File: config.mk
export PLATFORM = sky130hd
export DESIGN_NAME = compact_word_store_unit
export DESIGN_NICKNAME = d
export VERILOG_FILES = /design/src/verilog/compact_word_store_pkg.sv /design/src/verilog/list_if.sv /design/src/verilog/list_decoder.sv /design/src/verilog/word_fifo.sv /design/src/verilog/compact_word_store_unit.sv
export SDC_FILE = /design/constraint.sdc
export NUM_CORES = 2
export LEC_CHECK = 0
export ABC_AREA = 1
export BUFFER_PORTS_ARGS = -buffer_cell sky130_fd_sc_hd__buf_4
export CORE_MARGIN = 2
export CORE_UTILIZATION = 49
export DETAILED_ROUTE_END_ITERATION = 6
export PLACE_DENSITY = 0.65
export SYNTH_ARGS = -nofsm -noshare
export SYNTH_HDL_FRONTEND = slang
export SYNTH_SLANG_ARGS = --single-unit
File: constraint.sdc
create_clock -name clock -period 7.2 [get_ports clock]
set_input_delay 0.36 -clock clock [delete_from_list [all_inputs] [get_ports clock]]
set_output_delay 0.36 -clock clock [all_outputs]
set_load 0.01 [all_outputs]
File: src/verilog/compact_word_store_pkg.sv
package compact_word_store_pkg;

  localparam int WORD_W = 32;
  localparam int IDX_W = 5;
  localparam int FIFO_DEPTH = 32;
  localparam int FIFO_W = 64;

  localparam logic [4:0] ZERO_REG = 5'h00;
  localparam logic [4:0] LIST_BASE_REG = 5'h10;
  localparam logic [4:0] SHORT_ALT_REG = 5'h11;
  localparam logic [4:0] STACK_REG = 5'h1D;
  localparam logic [4:0] FRAME_REG = 5'h1E;
  localparam logic [4:0] LINK_REG = 5'h1F;

  localparam logic [3:0] WIDE_LOW_MAX = 4'h9;
  localparam logic [3:0] WIDE_FRAME_STEP = 4'h8;
  localparam logic [3:0] SHORT_LIST_MIN = 4'h2;
  localparam logic [3:0] PAIR_COUNT = 4'h2;
  localparam logic [31:0] WORD_STEP = 32'h0000_0004;
  localparam logic [1:0] ALIGN_OK = 2'h0;

  localparam logic [2:0] EXC_NONE = 3'h0;
  localparam logic [2:0] EXC_ADDR = 3'h1;
  localparam logic [2:0] EXC_REFILL = 3'h2;
  localparam logic [2:0] EXC_INVALID = 3'h3;
  localparam logic [2:0] EXC_MODIFIED = 3'h4;
  localparam logic [2:0] EXC_WATCH = 3'h5;

  typedef enum logic [2:0] {
    short_modulo_subtract = 3'h0,
    short_exclusive_or = 3'h1,
    short_word_store = 3'h2,
    stack_word_store = 3'h3,
    wide_multi_word_store = 3'h4,
    short_multi_word_store = 3'h5,
    paired_word_store = 3'h6
  } op_kind_e;

  function automatic logic [4:0] map_short_reg(input logic [2:0] sel);
    map_short_reg = (sel == 3'h0) ? LIST_BASE_REG :
                    (sel == 3'h1) ? SHORT_ALT_REG : {2'h0, sel};
  endfunction

  function automatic logic [4:0] map_short_data(input logic [2:0] sel);
    map_short_data = (sel == 3'h0) ? ZERO_REG :
                     (sel == 3'h1) ? SHORT_ALT_REG : {2'h0, sel};
  endfunction

endpackage

File: src/verilog/list_if.sv
interface list_if;
  import compact_word_store_pkg::*;
  op_kind_e kind;
  logic [4:0] list_field;
  logic [4:0] data_reg;
  logic [3:0] step;
  logic [4:0] reg_num;
  logic [3:0] count;
  modport requester (output kind, list_field, data_reg, step,
                     input reg_num, count);
  modport decoder (input kind, list_field, data_reg, step,
                   output reg_num, count);
endinterface

File: src/verilog/list_decoder.sv
module list_decoder
  import compact_word_store_pkg::*;
(
  // Decode request and answer.
  list_if.decoder lif
);

  logic [3:0] low;

  always_comb
  begin
    low = 4'h0;
    lif.reg_num = lif.data_reg;
    lif.count = 4'h1;
    case (lif.kind)
      // RQ10: wide list decode
      wide_multi_word_store:
      begin
        low = (lif.list_field[3:0] <= WIDE_LOW_MAX) ?
              lif.list_field[3:0] : 4'h0;
        lif.count = low + {3'h0, lif.list_field[4]};
        if (lif.step < low)
          lif.reg_num = (lif.step == WIDE_FRAME_STEP) ? FRAME_REG :
                        LIST_BASE_REG + {1'b0, lif.step};
        else
          lif.reg_num = LINK_REG;
      end
      // RQ12: short list decode
      short_multi_word_store:
      begin
        lif.count = SHORT_LIST_MIN + {2'h0, lif.list_field[1:0]};
        lif.reg_num = (lif.step <= {2'h0, lif.list_field[1:0]}) ?
                      LIST_BASE_REG + {1'b0, lif.step} : LINK_REG;
      end
      // RQ14: pair uses next register
      paired_word_store:
      begin
        lif.count = PAIR_COUNT;
        lif.reg_num = lif.data_reg + {4'h0, lif.step[0]};
      end
      default:
      begin
        lif.count = 4'h1;
        lif.reg_num = lif.data_reg;
      end
    endcase
  end

endmodule

File: src/verilog/word_fifo.sv
module word_fifo #(
  parameter int WIDTH = 64,
  parameter int DEPTH = 32
) (
  // Clock and control.
  input wire logic clock,
  input wire logic rst,
  input wire logic clk_en,
  input wire logic flush,
  // Fill side.
  input wire logic in_valid,
  input wire logic [WIDTH-1:0] in_data,
  output logic in_ready,
  // Drain side.
  output logic out_valid,
  output logic [WIDTH-1:0] out_data,
  input wire logic out_ready,
  // Status.
  output logic idle
);

  localparam int AW = $clog2(DEPTH);
  localparam logic [AW:0] FULL_CNT = (AW + 1)'(DEPTH);

  logic [WIDTH-1:0] mem_reg [DEPTH];
  logic [AW-1:0] wr_reg;
  logic [AW-1:0] rd_reg;
  logic [AW:0] cnt_reg;
  logic push;
  logic pop;

  assign in_ready = cnt_reg != FULL_CNT;
  assign push = in_valid && in_ready;
  assign pop = (cnt_reg != '0) && (!out_valid || out_ready);
  assign idle = (cnt_reg == '0) && !out_valid;

  // Storage carries no reset; pointers, count and the output register define state.
  always_ff @(posedge clock)
  begin
    if (clk_en && push && !flush)
      mem_reg[wr_reg] <= in_data;
  end

  always_ff @(posedge clock)
  begin
    if (rst)
    begin
      wr_reg <= '0;
      rd_reg <= '0;
      cnt_reg <= '0;
      out_valid <= 1'b0;
      out_data <= '0;
    end
    else if (clk_en)
    begin
      if (flush)
      begin
        wr_reg <= '0;
        rd_reg <= '0;
        cnt_reg <= '0;
        out_valid <= 1'b0;
      end
      else
      begin
        if (push)
          wr_reg <= wr_reg + 1'b1;
        if (pop)
        begin
          rd_reg <= rd_reg + 1'b1;
          out_data <= mem_reg[rd_reg];
        end
        cnt_reg <= cnt_reg + {{AW{1'b0}}, push} - {{AW{1'b0}}, pop};
        out_valid <= pop || (out_valid && !out_ready);
      end
    end
  end

endmodule

File: src/verilog/compact_word_store_unit.sv
// Notes on behaviour
// RQ1: Subtract wraps modulo two to thirty-two, no trap.
// RQ2: Short ALU selectors reach registers 2-7, 16, 17.
// RQ3: Exclusive OR result replaces second operand register.
// RQ4: Short store adds offset times four to base.
// RQ5: Short store base and data selectors remapped.
// RQ6: Single stores write full data word.
// RQ7: Stack store uses register 29 plus offset.
// RQ8: Any misaligned word store raises address error.
// RQ9: Wide multi store sign-extends twelve-bit offset.
// RQ10: Wide list decodes counts, 30 and 31.
// RQ11: List order stored, address steps by four.
// RQ12: Short list stores 16 upward, then 31.
// RQ13: Short multi uses stack pointer plus offset.
// RQ14: Pair stores first then next register.
// RQ15: Software never pairs starting at register 31.
// RQ16: Software keeps multi stores out of delay slots.
// RQ17: Interrupts always held off during multi-word stores.
// RQ18: Each word translated separately, faults reported.
// RQ19: Misaligned start stores no word at all.
// RQ20: Fault reports its address, later words dropped.
module compact_word_store_unit
  import compact_word_store_pkg::*;
(
  // Clock, reset, enable.
  input wire logic clock,
  input wire logic rst,
  input wire logic clk_en,
  // Operation request.
  input wire logic op_valid,
  input wire op_kind_e op_kind,
  input wire logic [4:0] op_rs,
  input wire logic [4:0] op_rt,
  input wire logic [2:0] op_rd,
  input wire logic [11:0] op_offset,
  input wire logic [4:0] op_list,
  output logic op_ready,
  output logic op_done,
  // Register file read port.
  output logic [4:0] reg_rd_idx,
  input wire logic [31:0] reg_rd_data,
  // Register write-back.
  output logic wb_valid,
  output logic [4:0] wb_idx,
  output logic [31:0] wb_data,
  // Store path with translation.
  output logic st_valid,
  output logic [31:0] st_addr,
  output logic [31:0] st_data,
  input wire logic st_ready,
  input wire logic st_fault,
  input wire logic [2:0] st_fault_code,
  // Exceptions and interrupt hold.
  output logic exc_valid,
  output logic [2:0] exc_code,
  output logic [31:0] exc_addr,
  output logic irq_hold
);

  typedef enum logic [2:0] {
    S_IDLE = 3'h0,
    S_BASE = 3'h1,
    S_ALU = 3'h2,
    S_DATA = 3'h3,
    S_DRAIN = 3'h4
  } state_e;

  state_e state_reg;
  op_kind_e kind_reg;
  logic [4:0] data_idx_reg;
  logic [4:0] opb_idx_reg;
  logic [4:0] dest_reg;
  logic [4:0] list_reg;
  logic [31:0] off_reg;
  logic [31:0] opa_reg;
  logic [31:0] addr_reg;
  logic [3:0] step_reg;
  logic [31:0] last_push_addr_reg;

  logic [4:0] acc_base;
  logic [4:0] acc_data;
  logic [4:0] acc_opb;
  logic [4:0] acc_dest;
  logic [31:0] acc_off;
  logic [31:0] ea;
  logic is_alu;
  logic is_multi;
  logic misaligned;
  logic last;
  logic push;
  logic fault_hit;
  logic fifo_ready;
  logic fifo_idle;
  logic [63:0] fifo_out;

  list_if lif ();

  list_decoder u_list (
    .lif(lif)
  );

  // RQ6: full data word
  word_fifo #(.WIDTH(FIFO_W), .DEPTH(FIFO_DEPTH)) u_fifo (
    .clock(clock),
    .rst(rst),
    .clk_en(clk_en),
    .flush(fault_hit),
    .in_valid(push),
    .in_data({addr_reg, reg_rd_data}),
    .in_ready(fifo_ready),
    .out_valid(st_valid),
    .out_data(fifo_out),
    .out_ready(st_ready),
    .idle(fifo_idle)
  );

  assign st_addr = fifo_out[63:32];
  assign st_data = fifo_out[31:0];

  assign lif.kind = kind_reg;
  assign lif.list_field = list_reg;
  assign lif.data_reg = data_idx_reg;
  assign lif.step = (state_reg == S_DATA) ? step_reg + 4'h1 : 4'h0;

  assign is_alu = (kind_reg == short_modulo_subtract) ||
                  (kind_reg == short_exclusive_or);
  assign is_multi = (kind_reg == wide_multi_word_store) ||
                    (kind_reg == short_multi_word_store) ||
                    (kind_reg == paired_word_store);
  assign ea = reg_rd_data + off_reg;
  // RQ8: low address bits
  assign misaligned = ea[1:0] != ALIGN_OK;
  assign last = (step_reg + 4'h1) == lif.count;
  // RQ18: per-word fault sample
  assign fault_hit = st_valid && st_ready && st_fault;
  // RQ20: no push once faulted
  assign push = (state_reg == S_DATA) && fifo_ready && !fault_hit;

  always_comb
  begin
    acc_base = op_rs;
    acc_data = op_rt;
    acc_opb = map_short_reg(op_rt[2:0]);
    acc_dest = map_short_reg(op_rd);
    acc_off = {{20{op_offset[11]}}, op_offset};
    case (op_kind)
      // RQ2: ALU selector map
      short_modulo_subtract:
        acc_base = map_short_reg(op_rs[2:0]);
      // RQ3: result to second operand
      short_exclusive_or:
      begin
        acc_base = map_short_reg(op_rs[2:0]);
        acc_dest = map_short_reg(op_rt[2:0]);
      end
      // RQ5: short store selector maps
      short_word_store:
      begin
        acc_base = map_short_reg(op_rs[2:0]);
        acc_data = map_short_data(op_rt[2:0]);
        // RQ4: offset scaled by four
        acc_off = {26'h0, op_offset[3:0], 2'h0};
      end
      // RQ7: stack base and offset
      stack_word_store:
      begin
        acc_base = STACK_REG;
        acc_off = {25'h0, op_offset[4:0], 2'h0};
      end
      // RQ13: stack plus short offset
      short_multi_word_store:
      begin
        acc_base = STACK_REG;
        acc_off = {26'h0, op_offset[3:0], 2'h0};
      end
      // RQ9: signed twelve-bit offset
      wide_multi_word_store:
        acc_off = {{20{op_offset[11]}}, op_offset};
      default:
        acc_off = {{20{op_offset[11]}}, op_offset};
    endcase
  end

  always_ff @(posedge clock)
  begin
    if (rst)
    begin
      state_reg <= S_IDLE;
      op_ready <= 1'b1;
      kind_reg <= short_modulo_subtract;
      data_idx_reg <= 5'h00;
      opb_idx_reg <= 5'h00;
      dest_reg <= 5'h00;
      list_reg <= 5'h00;
      off_reg <= 32'h0000_0000;
      opa_reg <= 32'h0000_0000;
      addr_reg <= 32'h0000_0000;
      step_reg <= 4'h0;
      reg_rd_idx <= 5'h00;
    end
    else if (clk_en)
    begin
      case (state_reg)
        S_IDLE:
          if (op_valid)
          begin
            kind_reg <= op_kind;
            data_idx_reg <= acc_data;
            opb_idx_reg <= acc_opb;
            dest_reg <= acc_dest;
            list_reg <= op_list;
            off_reg <= acc_off;
            step_reg <= 4'h0;
            reg_rd_idx <= acc_base;
            op_ready <= 1'b0;
            state_reg <= S_BASE;
          end
        S_BASE:
        begin
          opa_reg <= reg_rd_data;
          if (is_alu)
          begin
            reg_rd_idx <= opb_idx_reg;
            state_reg <= S_ALU;
          end
          // RQ19: check before any word
          else if (misaligned || lif.count == 4'h0)
          begin
            op_ready <= 1'b1;
            state_reg <= S_IDLE;
          end
          else
          begin
            addr_reg <= ea;
            reg_rd_idx <= lif.reg_num;
            state_reg <= S_DATA;
          end
        end
        S_ALU:
        begin
          op_ready <= 1'b1;
          state_reg <= S_IDLE;
        end
        S_DATA:
          if (fault_hit)
          begin
            op_ready <= 1'b1;
            state_reg <= S_IDLE;
          end
          else if (push)
          begin
            if (last)
              state_reg <= S_DRAIN;
            else
            begin
              // RQ11: next word four higher
              step_reg <= step_reg + 4'h1;
              addr_reg <= addr_reg + WORD_STEP;
              reg_rd_idx <= lif.reg_num;
            end
          end
        S_DRAIN:
          if (fault_hit || fifo_idle)
          begin
            op_ready <= 1'b1;
            state_reg <= S_IDLE;
          end
        default:
        begin
          op_ready <= 1'b1;
          state_reg <= S_IDLE;
        end
      endcase
    end
  end

  always_ff @(posedge clock)
  begin
    if (rst)
    begin
      wb_valid <= 1'b0;
      wb_idx <= 5'h00;
      wb_data <= 32'h0000_0000;
    end
    else if (clk_en)
    begin
      wb_valid <= state_reg == S_ALU;
      wb_idx <= dest_reg;
      // RQ1: modulo subtract, no trap
      if (kind_reg == short_modulo_subtract)
        wb_data <= opa_reg - reg_rd_data;
      else
        wb_data <= opa_reg ^ reg_rd_data;
    end
  end

  always_ff @(posedge clock)
  begin
    if (rst)
    begin
      exc_valid <= 1'b0;
      exc_code <= EXC_NONE;
      exc_addr <= 32'h0000_0000;
      op_done <= 1'b0;
      irq_hold <= 1'b0;
      last_push_addr_reg <= 32'h0000_0000;
    end
    else if (clk_en)
    begin
      exc_valid <= 1'b0;
      // RQ8: address error report
      if (state_reg == S_BASE && !is_alu && misaligned)
      begin
        exc_valid <= 1'b1;
        exc_code <= EXC_ADDR;
        exc_addr <= ea;
      end
      // RQ20: report faulting word
      else if (fault_hit)
      begin
        exc_valid <= 1'b1;
        exc_code <= st_fault_code;
        exc_addr <= st_addr;
      end
      op_done <= (state_reg == S_ALU) ||
                 (state_reg == S_DRAIN && fifo_idle && !fault_hit) ||
                 (state_reg == S_BASE && !is_alu && !misaligned &&
                  lif.count == 4'h0);
      // RQ17: hold interrupts while multi
      irq_hold <= is_multi && (state_reg == S_BASE ||
                  state_reg == S_DATA ||
                  (state_reg == S_DRAIN && !(fifo_idle || fault_hit)));
      if (push)
        last_push_addr_reg <= addr_reg;
    end
  end
endmodule

==> flow_summary_export.csv <==
group,metric,value,unit
run_status,outcome,"complete, but fails checks",
run_status,violations,"max-slew violations",
clock_network,cts_num_sinks,2314,
floorplanning,die_area,197000,um2
yosys,avgSynthCellArea,11.7,um2
floorplanning,core_region_area,193000,um2
pwr,power.density,328,nW/um2
yosys,synth_seq_cells,2314,
pwr,fin_total_pwr,0.0350,W
route,vias,67600,
critical_path,critPathArrivalTime,4960,ps
timing,relSlewSlack,-0.0289,
critical_path,worstPathRequired,7700,ps
critical_path,rr_startpoint,"u_fifo.out_valid",
global_routing,grt_first_pass_wirelength,428,mm
critical_path,crit_end,"u_fifo.mem_reg[13][18]",
timing,fin_setup_tns,0,ps
timing,report.final.slew_viol_count,42,
yosys,synth-seq-area-share,0.704,
cells_and_area,fill_cells,15800,
critical_path,critPathSlowestCell,"nor2_4",
cells_and_area,fin_nets,8374,
clock_network,numCtsBuffers,224,
critical_path,reg2reg_depth,8,
pwr,p_leak,36.3,nW
critical_path,crit_path_end_kind,"flop",
clock_network,cts_root_buf,"clkbuf_16",
global_routing,antenna_found_initial,16,
pwr,peakVddDrop,0.321,mV
cells_and_area,layout-drive-gt1-share,0.0901,
timing,fin_crit,4460,ps
critical_path,cp-start-kind,"flop",
yosys,netlist_instances,8102,
floorplanning,die_w,444,um
critical_path,r2r_slack,2740,ps
clock_network,clk_pin_slew_worst_paths,70,ps
route,wl_per_cell,27.1,um
yosys,synth_edf_count,2048,
clock_network,cts_resized,0,
floorplanning,start_util,0.493,
route,routed_wl,296,mm
timing,fin_crit_sh,0.619,
cells_and_area,largest_reg_flops,2048,
placed_design,numPortBuffers,219,
critical_path,path_max_fanout,39,
critical_path,cp-startpoint,"u_fifo.out_valid",
critical_path,worst-setup-path-type,"flop to flop",
yosys,async_flop_share,0,
yosys,yosys_warnings,0,
yosys,synth_nets,8266,
clock_network,cts_tree,"yes",
yosys,synth.distinct_cells,56,
floorplanning,io_pins,221,
critical_path,critPathMaxStageDelay,1030,ps
yosys,yosys_most_used_dff,"edfxtp_1",
route,ant_nets,0,
timing,final_hold_viol_count,0,
timing,skew,58.2,ps
floorplanning,die_h,444,um
timing,rsz0062_at_grt,"false",
min_path,hp-class,"input pin to flop",
timing,finalSetupViolCount,0,
route,drcViolationCount,0,
route,via_per_inst,6.18,
yosys,netlist_area,94900,um2
global_routing,grt_pass1_vias,63800,
critical_path,r2r_end,"u_fifo.mem_reg[13][18]",
cells_and_area,area_growth,12.5,%
timing,fmax,0.224,GHz
clock_network,cts_hold_buf,77,
floorplanning,num_rows,161,
clock_network,cts_setup_buffers,0,
critical_path,cp_cell_sequence,"nand3_1 -> inv_1 -> nor2_1 -> nand2_1 -> nor2_1 -> nand2_1 -> nor2_4 -> buf_4",
clock_network,clock_path_buffers,3,
route,dr.pass1.iters,6,
flow_run,cap_violations,0,
clock_network,clk_latency,890,ps
timing,tightest_slew,1540,ps
global_routing,grt_max_degree,213,
cells_and_area,fin_area,107000,um2
placed_design,dp_hpwl,166,mm
global_routing,gr-total-overflow,0,
placed_design,place.gp.congestion,0.905,
route,drt_iter0_drc,9458,
global_routing,track_usage,0.293,
clock_network,htreeDepth,4,
placed_design,dpl_cell_area,99000,um2
worst min path at each step:
| stage | start | depth (start not counted) | end | slack (ps) |
|---|---|---|---|---|
| finish | reg_rd_data[13] | 1 | u_fifo.mem_reg[4][13] | 60 |
| floorplan | opa_reg[0] | 2 | opa_reg[0] | 430 |
| global placement | addr_reg[0] | 2 | addr_reg[0] | 430 |
| detailed placement | addr_reg[0] | 2 | addr_reg[0] | 440 |
| global route | reg_rd_data[23] | 1 | u_fifo.mem_reg[20][23] | 30 |
| CTS | reg_rd_data[13] | 1 | u_fifo.mem_reg[4][13] | 8 |
report_power, final:
group          switching, W  total (W)  internal (W)  leakage, nW
sequential         0.000485     0.0155        0.0150         21.1
clock               0.00517     0.0113       0.00613         3.40
combinational       0.00589    0.00820       0.00231         11.9
total                0.0116     0.0350        0.0234         36.3
final cells by class:
| cell class | count | area, um2 | share of cell area |
|---|---|---|---|
| Antenna cell | 4 | 10.0 | 0.0000937 |
| Clock buffer | 317 | 6160 | 0.0576 |
| Clock inverter | 110 | 897 | 0.00840 |
| Inverter | 253 | 987 | 0.00924 |
| Multi-Input combinational cell | 5013 | 25300 | 0.236 |
| Sequential cell | 2314 | 66900 | 0.626 |
| Tap cell | 2526 | 3160 | 0.0296 |
| Timing Repair Buffer | 404 | 3480 | 0.0326 |
worst max-delay path: cells and delay by family (launching register included):
kind | cells | cell delay, ps
buffers and inverters | 2 | 830
DFF | 1 | 350
and+or+nand+nor | 6 | 2830
cells in the final DEF (no fill, tap or decap), types with 87 or more instances in the layout:
master     Yosys  layout
edfxtp_1    2048    2048
nor2_1      1304    1269
o21ai_0     1214    1214
nand2_1      786     786
a21oi_1      430     430
nand3_1      383     383
o22ai_1      311     311
buf_4         14     306
dfxtp_1      266     246
inv_1        245     238
clkbuf_16      0     225
o221ai_1     203     203
ha_1          87      87
cell families (layout without fill, tap and decap cells):
logic type | Yosys count | after routing | synth area share
XOR/XNOR | 45 | 45 | 0.00415
AO/OA/AOI/OAI | 2268 | 2268 | 0.135
AND/OR/NAND/NOR | 2609 | 2609 | 0.112
flip-flops | 2314 | 2314 | 0.704
other | 1 | 5 | 0.0000395
adder cells (fa/ha/maj) | 90 | 90 | 0.0121
buffers and inverters | 775 | 1084 | 0.0329
cells in the mapped netlist, types with 4 or more instances:
library cell	n	share of area
buf_2	107	0.0056
o21ai_0	1214	0.064
o211ai_1	57	0.0045
a21o_1	4	0.00032
o21bai_1	8	0.00063
nand3b_1	7	0.00055
inv_1	245	0.0097
or2_2	23	0.0015
ha_1	87	0.011
clkbuf_1	381	0.015
o22ai_1	311	0.020
inv_2	5	0.00020
dfxtp_1	266	0.056
nand2_2	12	0.00079
o221ai_1	203	0.019
buf_6	4	0.00047
xnor2_1	17	0.0016
nor3_1	28	0.0015
nand3_1	383	0.020
nand4_1	49	0.0032
buf_4	14	0.0011
nor4_1	4	0.00026
xor2_1	28	0.0026
a21oi_1	430	0.023
edfxtp_1	2048	0.65
a31oi_1	12	0.00079
nor2_1	1304	0.052
nand2_1	786	0.031
o21a_1	4	0.00032
a21oi_2	9	0.00083
buf_1	16	0.00063
stage by stage:
stage	cells	hold WS (ps)	setup slack, ps	utilization
finish	10900	58.0	2740	0.555
global route	10900	34.4	2530	0.555
CTS	10900	8.33	2800	0.555
detailed placement	10400	436	2630	0.514
global placement	10400	433	2650	0.514
floorplan	8102	433	2590	-
per-layer routing:
layer	GRT usage	vias up	share of wire
li1	-	29900	-
met1	0.410	33400	0.40
met2	0.451	3777	0.45
met3	0.0568	554	0.11
met4	0.121	4	0.043
met5	0	-	0.000078
No activity file was read; power rests on OpenSTA's default activity.
